## src/core/swk_regs.svh

```systemverilog
// constants for the sleep, wake and rc trim controller
// Function
// - software arms sleep, then executes sleep
// - depth zero enters idle, cpu halted
// - idle wakes on any interrupt or reset
// - software powers comparator down in idle when unneeded
// - depth one enters power-down, oscillator stops
// - power-down wakes on four sources only
// - interrupt wake halts cpu four cycles
// - sleep and wake keep register contents
// - reset during sleep restarts from vector
// - no-rc variant needs stimulus beyond timeout
// - wake accepted after two watchdog cycles
// - short wake period replaces two cycles
// - vanished condition wakes without running handler
// - wake effective after fuse-chosen start-up delay
// - rc oscillator nominal 1.2 MHz, selectable
// - watchdog oscillator keeps running with rc
// - trim value raises frequency monotonically
// - keep trim within ten percent for nvm
// - arm bit five, depth bit four
`ifndef SWK_REGS_SVH
`define SWK_REGS_SVH

// ----------------------------------------------------------------
// register map
// ----------------------------------------------------------------
`define SWK_TRIM_ADDR    6'h31
`define SWK_CTL_ADDR     6'h38
`define SWK_TRIM_RST     8'h00
`define SWK_CTL_ARM_BIT  5
`define SWK_CTL_DEP_BIT  4

// ----------------------------------------------------------------
// timing, counted in watchdog oscillator ticks or mclk cycles; rc rate in kHz, nvm trim limit
// ----------------------------------------------------------------
`define SWK_QUAL_TICKS   11'h002
`define SWK_WAKE_PER0    11'h001
`define SWK_WAKE_PER1    11'h010
`define SWK_WAKE_PER2    11'h100
`define SWK_WAKE_PER3    11'h400
`define SWK_HALT_CYC     3'h4
`define SWK_RC_NOM_KHZ   12'h04B0
`define SWK_TRIM_NVM_MAX 8'h0090

// ----------------------------------------------------------------
// clock source fuse fields
// ----------------------------------------------------------------
`define SWK_FUSE_RC_BIT  2

`endif

```

## src/core/swk_pkg.sv

```systemverilog
// types shared by both ends of the sleep controller link
package swk_pkg;
	typedef enum logic [2:0] {S_RUN, S_IDLE, S_PDOWN, S_QUAL, S_SYNC, S_HALT} swk_dev_st_e;
	typedef enum logic [2:0] {H_READY, H_EXEC, H_WAIT, H_DISARM, H_READ} swk_core_st_e;
	typedef logic [10:0] swk_tick_t;
endpackage

```

## src/core/swk_if.sv

```systemverilog
// link between processor core and sleep controller
interface swk_if;
	logic       io_wr;
	logic       io_rd;
	logic [5:0] io_addr;
	logic [7:0] io_wdata;
	logic [7:0] io_rdata;
	logic       sleep_exec;
	logic       cpu_halt;
	logic       resume_irq;
	logic       resume_plain;
	logic       resume_reset;

	modport dev
	(
		input  io_wr, io_rd, io_addr, io_wdata, sleep_exec,
		output io_rdata, cpu_halt, resume_irq, resume_plain, resume_reset
	);
	modport core
	(
		output io_wr, io_rd, io_addr, io_wdata, sleep_exec,
		input  io_rdata, cpu_halt, resume_irq, resume_plain, resume_reset
	);
endinterface

```

## src/core/swk_dev.sv

```systemverilog
// sleep entry, wake qualification and rc trim register
`include "swk_regs.svh"

module swk_dev
	import swk_pkg::*;
(
	input  wire logic       mclk,
	input  wire logic       rst_b,
	swk_if.dev              bus,
	input  wire logic       ext_level_wake,
	input  wire logic       pin_change_wake,
	input  wire logic       timer_irq,
	input  wire logic       comp_irq,
	input  wire logic       other_irq,
	input  wire logic       ext_reset_req,
	input  wire logic       wdt_reset_req,
	input  wire logic       wdt_enabled,
	input  wire logic       wdt_tick,
	input  wire logic [2:0] clock_source_fuses,
	output logic            ext_osc_en,
	output logic            rc_osc_en,
	output logic            wdt_osc_en,
	output logic            periph_clk_en,
	output logic [7:0]      rc_trim
);

	// ----------------------------------------------------------------
	// state
	// ----------------------------------------------------------------
	swk_dev_st_e st_r;
	swk_dev_st_e st_nxt;
	swk_tick_t   cnt_r;
	swk_tick_t   cnt_nxt;
	logic        held_r;
	logic        held_nxt;
	logic        pend_r;
	logic        pend_nxt;
	logic [2:0]  halt_r;
	logic [2:0]  halt_nxt;
	logic        wreq_r;
	logic        wreq_nxt;
	logic        sync1_r;
	logic        sync2_r;
	logic        arm_r;
	logic        depth_r;
	logic [7:0]  trim_r;
	logic [7:0]  rdata_r;
	logic        osc_on_nxt;
	logic        ext_osc_r;
	logic        rc_osc_r;
	logic        periph_r;
	logic        wdt_osc_r;
	logic        halt_out_r;
	logic        res_irq_r;
	logic        res_plain_r;
	logic        res_reset_r;
	logic        res_irq_nxt;
	logic        res_plain_nxt;
	logic        res_reset_nxt;

	// ----------------------------------------------------------------
	// register decode
	// ----------------------------------------------------------------
	// only these two addresses belong here; the rest of i/o space is left alone
	wire        ctl_hit  = bus.io_addr == `SWK_CTL_ADDR;
	wire        trim_hit = bus.io_addr == `SWK_TRIM_ADDR;
	wire        ctl_wr   = bus.io_wr & ctl_hit;
	wire        trim_wr  = bus.io_wr & trim_hit;
	wire [7:0]  ctl_view = {2'b00, arm_r, depth_r, 4'h0};
	wire [7:0]  rd_sel   = ctl_hit ? ctl_view : (trim_hit ? trim_r : 8'h00);

	// ----------------------------------------------------------------
	// wake sources and timing selection
	// ----------------------------------------------------------------
	// sleep only when armed; otherwise the instruction is a no-op
	wire        sleep_go   = bus.sleep_exec & arm_r & (st_r == S_RUN);
	// idle keeps the interrupt system alive, so any request wakes
	wire        idle_wake  = ext_level_wake | pin_change_wake | timer_irq
	                         | comp_irq | other_irq;
	wire        any_reset  = ext_reset_req | wdt_reset_req;
	// power-down honours only external/watchdog reset, level and pin change
	wire        pd_reset   = ext_reset_req | (wdt_reset_req & wdt_enabled);
	wire        pd_cond    = ext_level_wake | pin_change_wake;
	wire        rc_sel     = clock_source_fuses[`SWK_FUSE_RC_BIT];
	wire        sleeping   = (st_r != S_RUN) && (st_r != S_HALT);
	wire        reset_wake = sleeping && ((st_r == S_IDLE) ? any_reset : pd_reset);

	// start-up delay follows the clock source fuses
	wire swk_tick_t per_sel =
		(clock_source_fuses[1:0] == 2'b00) ? `SWK_WAKE_PER0 :
		(clock_source_fuses[1:0] == 2'b01) ? `SWK_WAKE_PER1 :
		(clock_source_fuses[1:0] == 2'b10) ? `SWK_WAKE_PER2 :
		                                     `SWK_WAKE_PER3;
	// a period under two ticks replaces the two-tick qualification
	wire swk_tick_t qual_len =
		(per_sel < `SWK_QUAL_TICKS) ? per_sel : `SWK_QUAL_TICKS;
	wire        accepted = cnt_r >= qual_len;
	wire        per_done = cnt_r >= per_sel;

	// ----------------------------------------------------------------
	// sequencer
	// ----------------------------------------------------------------
	always_comb
	begin
		st_nxt        = st_r;
		cnt_nxt       = cnt_r;
		held_nxt      = held_r;
		pend_nxt      = pend_r;
		halt_nxt      = halt_r;
		wreq_nxt      = wreq_r;
		res_irq_nxt   = 1'b0;
		res_plain_nxt = 1'b0;
		res_reset_nxt = 1'b0;
		if (reset_wake)
		begin
			// restart from the vector, no handler, no halt window
			st_nxt        = S_RUN;
			res_reset_nxt = 1'b1;
			wreq_nxt      = 1'b0;
			pend_nxt      = 1'b0;
		end
		else
		begin
			unique case (st_r)
				S_RUN:
				begin
					if (sleep_go)
						st_nxt = depth_r ? S_PDOWN : S_IDLE;
				end
				S_IDLE:
				begin
					if (idle_wake)
					begin
						st_nxt   = S_HALT;
						pend_nxt = 1'b1;
						halt_nxt = `SWK_HALT_CYC - 3'h1;
					end
				end
				S_PDOWN:
				begin
					if (pd_cond)
					begin
						st_nxt   = S_QUAL;
						cnt_nxt  = '0;
						held_nxt = 1'b1;
					end
				end
				S_QUAL:
				begin
					// counted on watchdog oscillator ticks, not on mclk
					if (wdt_tick)
						cnt_nxt = cnt_r + 11'h001;
					held_nxt = held_r & pd_cond;
					if (!pd_cond && !accepted)
						st_nxt = S_PDOWN;
					else if (per_done)
					begin
						st_nxt   = S_SYNC;
						wreq_nxt = 1'b1;
						pend_nxt = held_r & pd_cond;
					end
				end
				S_SYNC:
				begin
					// clock restarts only once the request is synchronised
					if (sync2_r)
					begin
						st_nxt   = S_HALT;
						wreq_nxt = 1'b0;
						halt_nxt = `SWK_HALT_CYC - 3'h1;
					end
				end
				S_HALT:
				begin
					if (halt_r == 3'h0)
					begin
						st_nxt        = S_RUN;
						res_irq_nxt   = pend_r;
						res_plain_nxt = ~pend_r;
						pend_nxt      = 1'b0;
					end
					else
						halt_nxt = halt_r - 3'h1;
				end
				// two of the eight codes are unused; fall back to run
				default:
					st_nxt = S_RUN;
			endcase
		end
	end

	// oscillator stays stopped from power-down until the synchronised wake or a reset wake
	assign osc_on_nxt = (st_nxt != S_PDOWN) && (st_nxt != S_QUAL)
	                    && (st_nxt != S_SYNC);

	// ----------------------------------------------------------------
	// sequencer registers
	// ----------------------------------------------------------------
	always_ff @(posedge mclk)
	begin
		if (!rst_b)
		begin
			st_r   <= S_RUN;
			cnt_r  <= '0;
			held_r <= 1'b0;
			pend_r <= 1'b0;
			halt_r <= 3'h0;
			wreq_r <= 1'b0;
		end
		else
		begin
			st_r   <= st_nxt;
			cnt_r  <= cnt_nxt;
			held_r <= held_nxt;
			pend_r <= pend_nxt;
			halt_r <= halt_nxt;
			wreq_r <= wreq_nxt;
		end
	end

	// two-stage synchroniser; only sync2_r is looked at
	always_ff @(posedge mclk)
	begin
		if (!rst_b)
		begin
			sync1_r <= 1'b0;
			sync2_r <= 1'b0;
		end
		else
		begin
			sync1_r <= wreq_r;
			sync2_r <= sync1_r;
		end
	end

	// ----------------------------------------------------------------
	// software registers; sleep never clears them
	// ----------------------------------------------------------------
	always_ff @(posedge mclk)
	begin
		if (!rst_b)
		begin
			arm_r   <= 1'b0;
			depth_r <= 1'b0;
			trim_r  <= `SWK_TRIM_RST;
			rdata_r <= 8'h00;
		end
		else
		begin
			if (ctl_wr)
			begin
				arm_r   <= bus.io_wdata[`SWK_CTL_ARM_BIT];
				depth_r <= bus.io_wdata[`SWK_CTL_DEP_BIT];
			end
			if (trim_wr)
				trim_r <= bus.io_wdata;
			rdata_r <= bus.io_rd ? rd_sel : 8'h00;
		end
	end

	// ----------------------------------------------------------------
	// registered outputs
	// ----------------------------------------------------------------
	always_ff @(posedge mclk)
	begin
		if (!rst_b)
		begin
			ext_osc_r   <= 1'b0;
			rc_osc_r    <= 1'b0;
			periph_r    <= 1'b0;
			wdt_osc_r   <= 1'b0;
			halt_out_r  <= 1'b0;
			res_irq_r   <= 1'b0;
			res_plain_r <= 1'b0;
			res_reset_r <= 1'b0;
		end
		else
		begin
			ext_osc_r   <= osc_on_nxt & ~rc_sel;
			rc_osc_r    <= osc_on_nxt & rc_sel;
			periph_r    <= osc_on_nxt;
			wdt_osc_r   <= 1'b1;
			halt_out_r  <= st_nxt != S_RUN;
			res_irq_r   <= res_irq_nxt;
			res_plain_r <= res_plain_nxt;
			res_reset_r <= res_reset_nxt;
		end
	end

	// trim drives the oscillator directly; higher code, higher frequency
	assign rc_trim          = trim_r;
	assign ext_osc_en       = ext_osc_r;
	assign rc_osc_en        = rc_osc_r;
	assign wdt_osc_en       = wdt_osc_r;
	assign periph_clk_en    = periph_r;
	assign bus.io_rdata     = rdata_r;
	assign bus.cpu_halt     = halt_out_r;
	assign bus.resume_irq   = res_irq_r;
	assign bus.resume_plain = res_plain_r;
	assign bus.resume_reset = res_reset_r;

endmodule

```

## src/flat_wrapper.sv

```systemverilog
// flat-port wrapper written by rule: the top's interface ports become plain ports
module swk_dev_flat import swk_pkg::*;
  (mclk, rst_b, ext_level_wake, pin_change_wake, timer_irq, comp_irq, other_irq, ext_reset_req, wdt_reset_req, wdt_enabled, wdt_tick, clock_source_fuses, ext_osc_en, rc_osc_en, wdt_osc_en, periph_clk_en, rc_trim, bus_io_wr, bus_io_rd, bus_io_addr, bus_io_wdata, bus_sleep_exec, bus_io_rdata, bus_cpu_halt, bus_resume_irq, bus_resume_plain, bus_resume_reset);
  swk_if bus_i ();
  input  wire logic mclk;
  input  wire logic rst_b;
  input  wire logic ext_level_wake;
  input  wire logic pin_change_wake;
  input  wire logic timer_irq;
  input  wire logic comp_irq;
  input  wire logic other_irq;
  input  wire logic ext_reset_req;
  input  wire logic wdt_reset_req;
  input  wire logic wdt_enabled;
  input  wire logic wdt_tick;
  input  wire logic [2:0] clock_source_fuses;
  output logic ext_osc_en;
  output logic rc_osc_en;
  output logic wdt_osc_en;
  output logic periph_clk_en;
  output logic [7:0] rc_trim;
  input wire logic [$bits(bus_i.io_wr)-1:0] bus_io_wr;
  input wire logic [$bits(bus_i.io_rd)-1:0] bus_io_rd;
  input wire logic [$bits(bus_i.io_addr)-1:0] bus_io_addr;
  input wire logic [$bits(bus_i.io_wdata)-1:0] bus_io_wdata;
  input wire logic [$bits(bus_i.sleep_exec)-1:0] bus_sleep_exec;
  output wire logic [$bits(bus_i.io_rdata)-1:0] bus_io_rdata;
  output wire logic [$bits(bus_i.cpu_halt)-1:0] bus_cpu_halt;
  output wire logic [$bits(bus_i.resume_irq)-1:0] bus_resume_irq;
  output wire logic [$bits(bus_i.resume_plain)-1:0] bus_resume_plain;
  output wire logic [$bits(bus_i.resume_reset)-1:0] bus_resume_reset;
  assign bus_i.io_wr = bus_io_wr;
  assign bus_i.io_rd = bus_io_rd;
  assign bus_i.io_addr = bus_io_addr;
  assign bus_i.io_wdata = bus_io_wdata;
  assign bus_i.sleep_exec = bus_sleep_exec;
  assign bus_io_rdata = bus_i.io_rdata;
  assign bus_cpu_halt = bus_i.cpu_halt;
  assign bus_resume_irq = bus_i.resume_irq;
  assign bus_resume_plain = bus_i.resume_plain;
  assign bus_resume_reset = bus_i.resume_reset;
  swk_dev u_core (.mclk(mclk), .rst_b(rst_b), .bus(bus_i), .ext_level_wake(ext_level_wake), .pin_change_wake(pin_change_wake), .timer_irq(timer_irq), .comp_irq(comp_irq), .other_irq(other_irq), .ext_reset_req(ext_reset_req), .wdt_reset_req(wdt_reset_req), .wdt_enabled(wdt_enabled), .wdt_tick(wdt_tick), .clock_source_fuses(clock_source_fuses), .ext_osc_en(ext_osc_en), .rc_osc_en(rc_osc_en), .wdt_osc_en(wdt_osc_en), .periph_clk_en(periph_clk_en), .rc_trim(rc_trim));
endmodule
```

## config.mk

```make
export PLATFORM = sky130hd
export DESIGN_NAME = swk_dev_flat
export DESIGN_NICKNAME = d
export VERILOG_FILES = /design/src/core/swk_pkg.sv /design/src/core/swk_if.sv /design/src/core/swk_dev.sv /design/src/flat_wrapper.sv
export VERILOG_INCLUDE_DIRS = /design/src /design/src/core
export SDC_FILE = /design/constraint.sdc
export NUM_CORES = 1
export LEC_CHECK = 0
export ABC_CLOCK_PERIOD_IN_PS = 2810
export BUFFER_PORTS_ARGS = -buffer_cell sky130_fd_sc_hd__buf_2
export CAP_MARGIN = 20
export CORE_MARGIN = 2
export CORE_UTILIZATION = 53
export DETAILED_ROUTE_END_ITERATION = 10
export PLACE_DENSITY = 0.79
export SLEW_MARGIN = 20
export SYNTH_ARGS = -nofsm -noshare
export SYNTH_HDL_FRONTEND = slang
export SYNTH_SLANG_ARGS = --single-unit
```

## constraint.sdc

```tcl
create_clock -name mclk -period 2.81 [get_ports mclk]
set_clock_uncertainty 0.2 [all_clocks]
set_input_delay 0.4215 -clock mclk [delete_from_list [all_inputs] [get_ports mclk]]
set_output_delay 0.4215 -clock mclk [all_outputs]
set_load 0.02 [all_outputs]
```

==> out/summary.txt <==
Cells after Synth -> 253
WL final -> 4783 µm
CP max FO -> 15
CTS buffer count -> 5
Yosys warns -> 0
Final HPWL DP -> 3676 µm
Final std cells w/o fill -> 364
Drt pass-1 iters -> 5
H-tree depth -> 2
RSZ-0062 raised after global routing -> false
HP Start -> clock_source_fuses[2]
# IOs -> 55
GRT Util Overall -> 0.2077
Area delta synth->final -> 21.38%
Chip Height -> 69.62 µm
Share of the synthesized area in the top cell type -> 0.4211
CP Class -> reg -> reg
Fin. Hold Viols -> 0
WL/cell -> 13.14 µm
FF-to-FF path depth -> 6
Post-DRT Antenna Nets -> 0
Post-CTS sizing -> 0
Leakage power -> 1.256 nW
Critical path required time -> 2820 ps
Iter 0 DRT Violations -> 116
Clock Tree Root -> clkbuf_8
Sw Share -> 0.2216
Critical-path cell list -> nand2b_1 > a21o_1 > and2_1 > nor3_1 > nand3_1 > o211a_1
Worst skew pair latency -> 300 ps
Clk sink count -> 48
Arr. time, crit path -> 2350 ps
Post-Syn Area -> 2282 µm²
Core area -> 4086 µm²
Comb power frac -> 0.094
PwrDens -> 514.2 nW/µm²
Worst path slowest cell -> dfxtp_1
DR vias/cell -> 5.511
Class of the worst hold path -> in -> reg
Flop pwr share -> 0.491
Placer Congestion -> 0.8601
Placed cell count -> 356
Post-CTS setup buffer count -> 0
Reg2reg end -> u_core.halt_r[0]$_SDFFE_PN0P_
Number of synthesized flops with an enable pin -> 0
Largest area contributor in the netlist -> dfxtp_1
Sequential area share after synthesis -> 0.4211
Die Width -> 69.62 µm
DRC errors left -> 0
Worst Max-Slew Pin Slew -> 522.9 ps
Most frequent cells in the layout -> buf_2, dfxtp_1, nor2_1
Hold buffers post-CTS -> 0
Avg Cell Area, Syn -> 9.021 µm²
Int Power -> 1.109 mW
Initial core utilization -> 0.5585
R2R Setup Slk -> 470 ps
Critical R2R Launch -> u_core.st_r[1]$_SDFF_PN0_
Critical Path Source Type -> flop
Area contributors post-synth -> dfxtp_1, nor2b_1, mux2i_1
Net Sw Power -> 0.3156 mW
Final worst-path cycle share -> 0.8342
Port bufs -> 54
Fin crit period -> 2344 ps
Depth of the worst hold-timing path -> 2
Longest Clk Path Bufs -> 2
FFs w/ async S/R, synth -> 0
Number of synthesized register bits -> 48
Commonest non-fill, non-tap cell in the layout -> buf_2
Initial antenna violation count -> 0
Vias in the first global route -> 1805
Ys flop type -> dfxtp_1
Worst rel slew slack -> 0.6509
Fmax -> 426.6 MHz
Max_cap viols -> 0
Gr ovfl total -> 0
Final layout net count -> 352
Worst path max stage delay -> 660 ps
Hold Path End -> u_core.ext_osc_en$_SDFF_PN0_
Final setup violation count -> 0
Pins Over Slew Limit -> 0
Distinct cell type count after synthesis -> 49
Routed via count -> 2006
Syn_nets -> 292
Core Rows -> 23
Power share of the clock group -> 0.415
Critical path capture point type -> flop
First-pass GRT wire length -> 8155 µm
Reg clk slew, reported paths -> 90 ps
VDD IR max -> 0.0003036 V
Status -> completed
Setup_tns -> 0 ps
Die area -> 4847 µm²
Diode count -> 0
CTS tree -> built
Pin count of the biggest net entering global routing -> 17
Proportion of layout cells with a drive suffix above 1 -> 0.2293
[worst max-delay path by stage]
| stage | start | end | slack [ps] |
|---|---|---|---|
| after floorplan | clock_source_fuses[1] | u_core.ext_osc_en$_SDFF_PN0_ | 560 |
| after global placement | clock_source_fuses[1] | u_core.ext_osc_en$_SDFF_PN0_ | 310 |
| after detailed placement | clock_source_fuses[1] | u_core.rc_osc_en$_SDFF_PN0_ | 290 |
| after CTS | u_core.st_r[1]$_SDFF_PN0_ | u_core.halt_r[0]$_SDFFE_PN0P_ | 480 |
| after global routing | u_core.st_r[1]$_SDFF_PN0_ | u_core.halt_r[0]$_SDFFE_PN0P_ | 280 |
| final | u_core.st_r[1]$_SDFF_PN0_ | u_core.halt_r[0]$_SDFFE_PN0P_ | 470 |
[cell usage after synthesis (all sizes together), types with 2 or more instances]
cell,n
a21boi,3
a21o,2
a21oi,11
a221oi,2
a22oi,2
a31oi,4
and2,11
and3,4
and4,2
clkbuf,6
dfxtp,48
ha,8
inv,10
mux2i,11
nand2,13
nand2b,6
nand3,11
nand3b,2
nand4,4
nor2,26
nor2b,18
nor3,8
o211a,2
o211ai,2
o21a,2
o21ai,6
o21bai,3
o41ai,3
or3,2
xnor2,3
xor2,5
[per-stage QoR]
step,power (mW),utilization,setup slack [ps],area (µm²),hold WS (ps)
after floorplan,0.7944,-,558.5,2282,211.9
after global placement,0.8455,0.6442,311.7,2633,214.0
after detailed placement,0.8480,0.6442,291.7,2633,221.9
after CTS,1.441,0.6779,481.5,2770,62.14
after global routing,1.483,0.6779,276.6,2770,63.66
final,1.424,0.6779,465.8,2770,73.94
[cell families after synthesis]
kind of cell               share of synthesized area
buffers and inverters                        0.02851
AOI/OAI and AO/OA                             0.1650
adders and majority gates                    0.04386
xor gates and xnor gates                     0.03070
and+or+nand+nor                               0.2626
DFF                                           0.4211
muxes                                        0.04825
[registers in the layout (all words and copies together) (netlist names), 3 cells and up]
register and cells:
u_core.bus.io_rdata 8, u_core.st_r 3, u_core.halt_r 3, u_core.rc_trim 8, u_core.cnt_r 11
[critical path: cells and delay by family (launching register included)]
family | cells | cell delay, ps
and+or+nand+nor | 4 | 960
DFF | 1 | 660
AOI/OAI and AO/OA | 2 | 430
[power by group through the flow]
stage	combinational [mW]	sequential, mW	clock (mW)
2_1_floorplan	0.0717	0.723	0
5_1_grt	0.147	0.701	0.634
3_5_place_dp	0.132	0.716	0
6_report	0.133	0.700	0.591
4_1_cts	0.133	0.700	0.608
3_3_place_gp	0.130	0.715	0
[final cells by class]
class / count / area, µm²
Sequential cell: 48 / 960.9
Clock buffer: 5 / 68.82
Clock inverter: 3 / 68.82
Inverter: 10 / 37.54
Tap cell: 50 / 62.56
Fill cell: 344 / 1316
Multi-Input combinational cell: 188 / 1256
Timing Repair Buffer: 60 / 315.3
[per-layer routing]
| metal | share of wire | vias to the layer above | global-route usage | routed length (µm) |
|---|---|---|---|---|
| li1 | - | 1011 | - | - |
| met2 | 0.43 | 79 | 0.3269 | 2074 |
| met3 | 0.084 | 9 | 0.04942 | 401 |
| met1 | 0.46 | 907 | 0.2776 | 2223 |
| met5 | 0 | - | 0 | 0 |
| met4 | 0.017 | 0 | 0.07692 | 83 |
No activity file was read; power rests on OpenSTA's default activity.
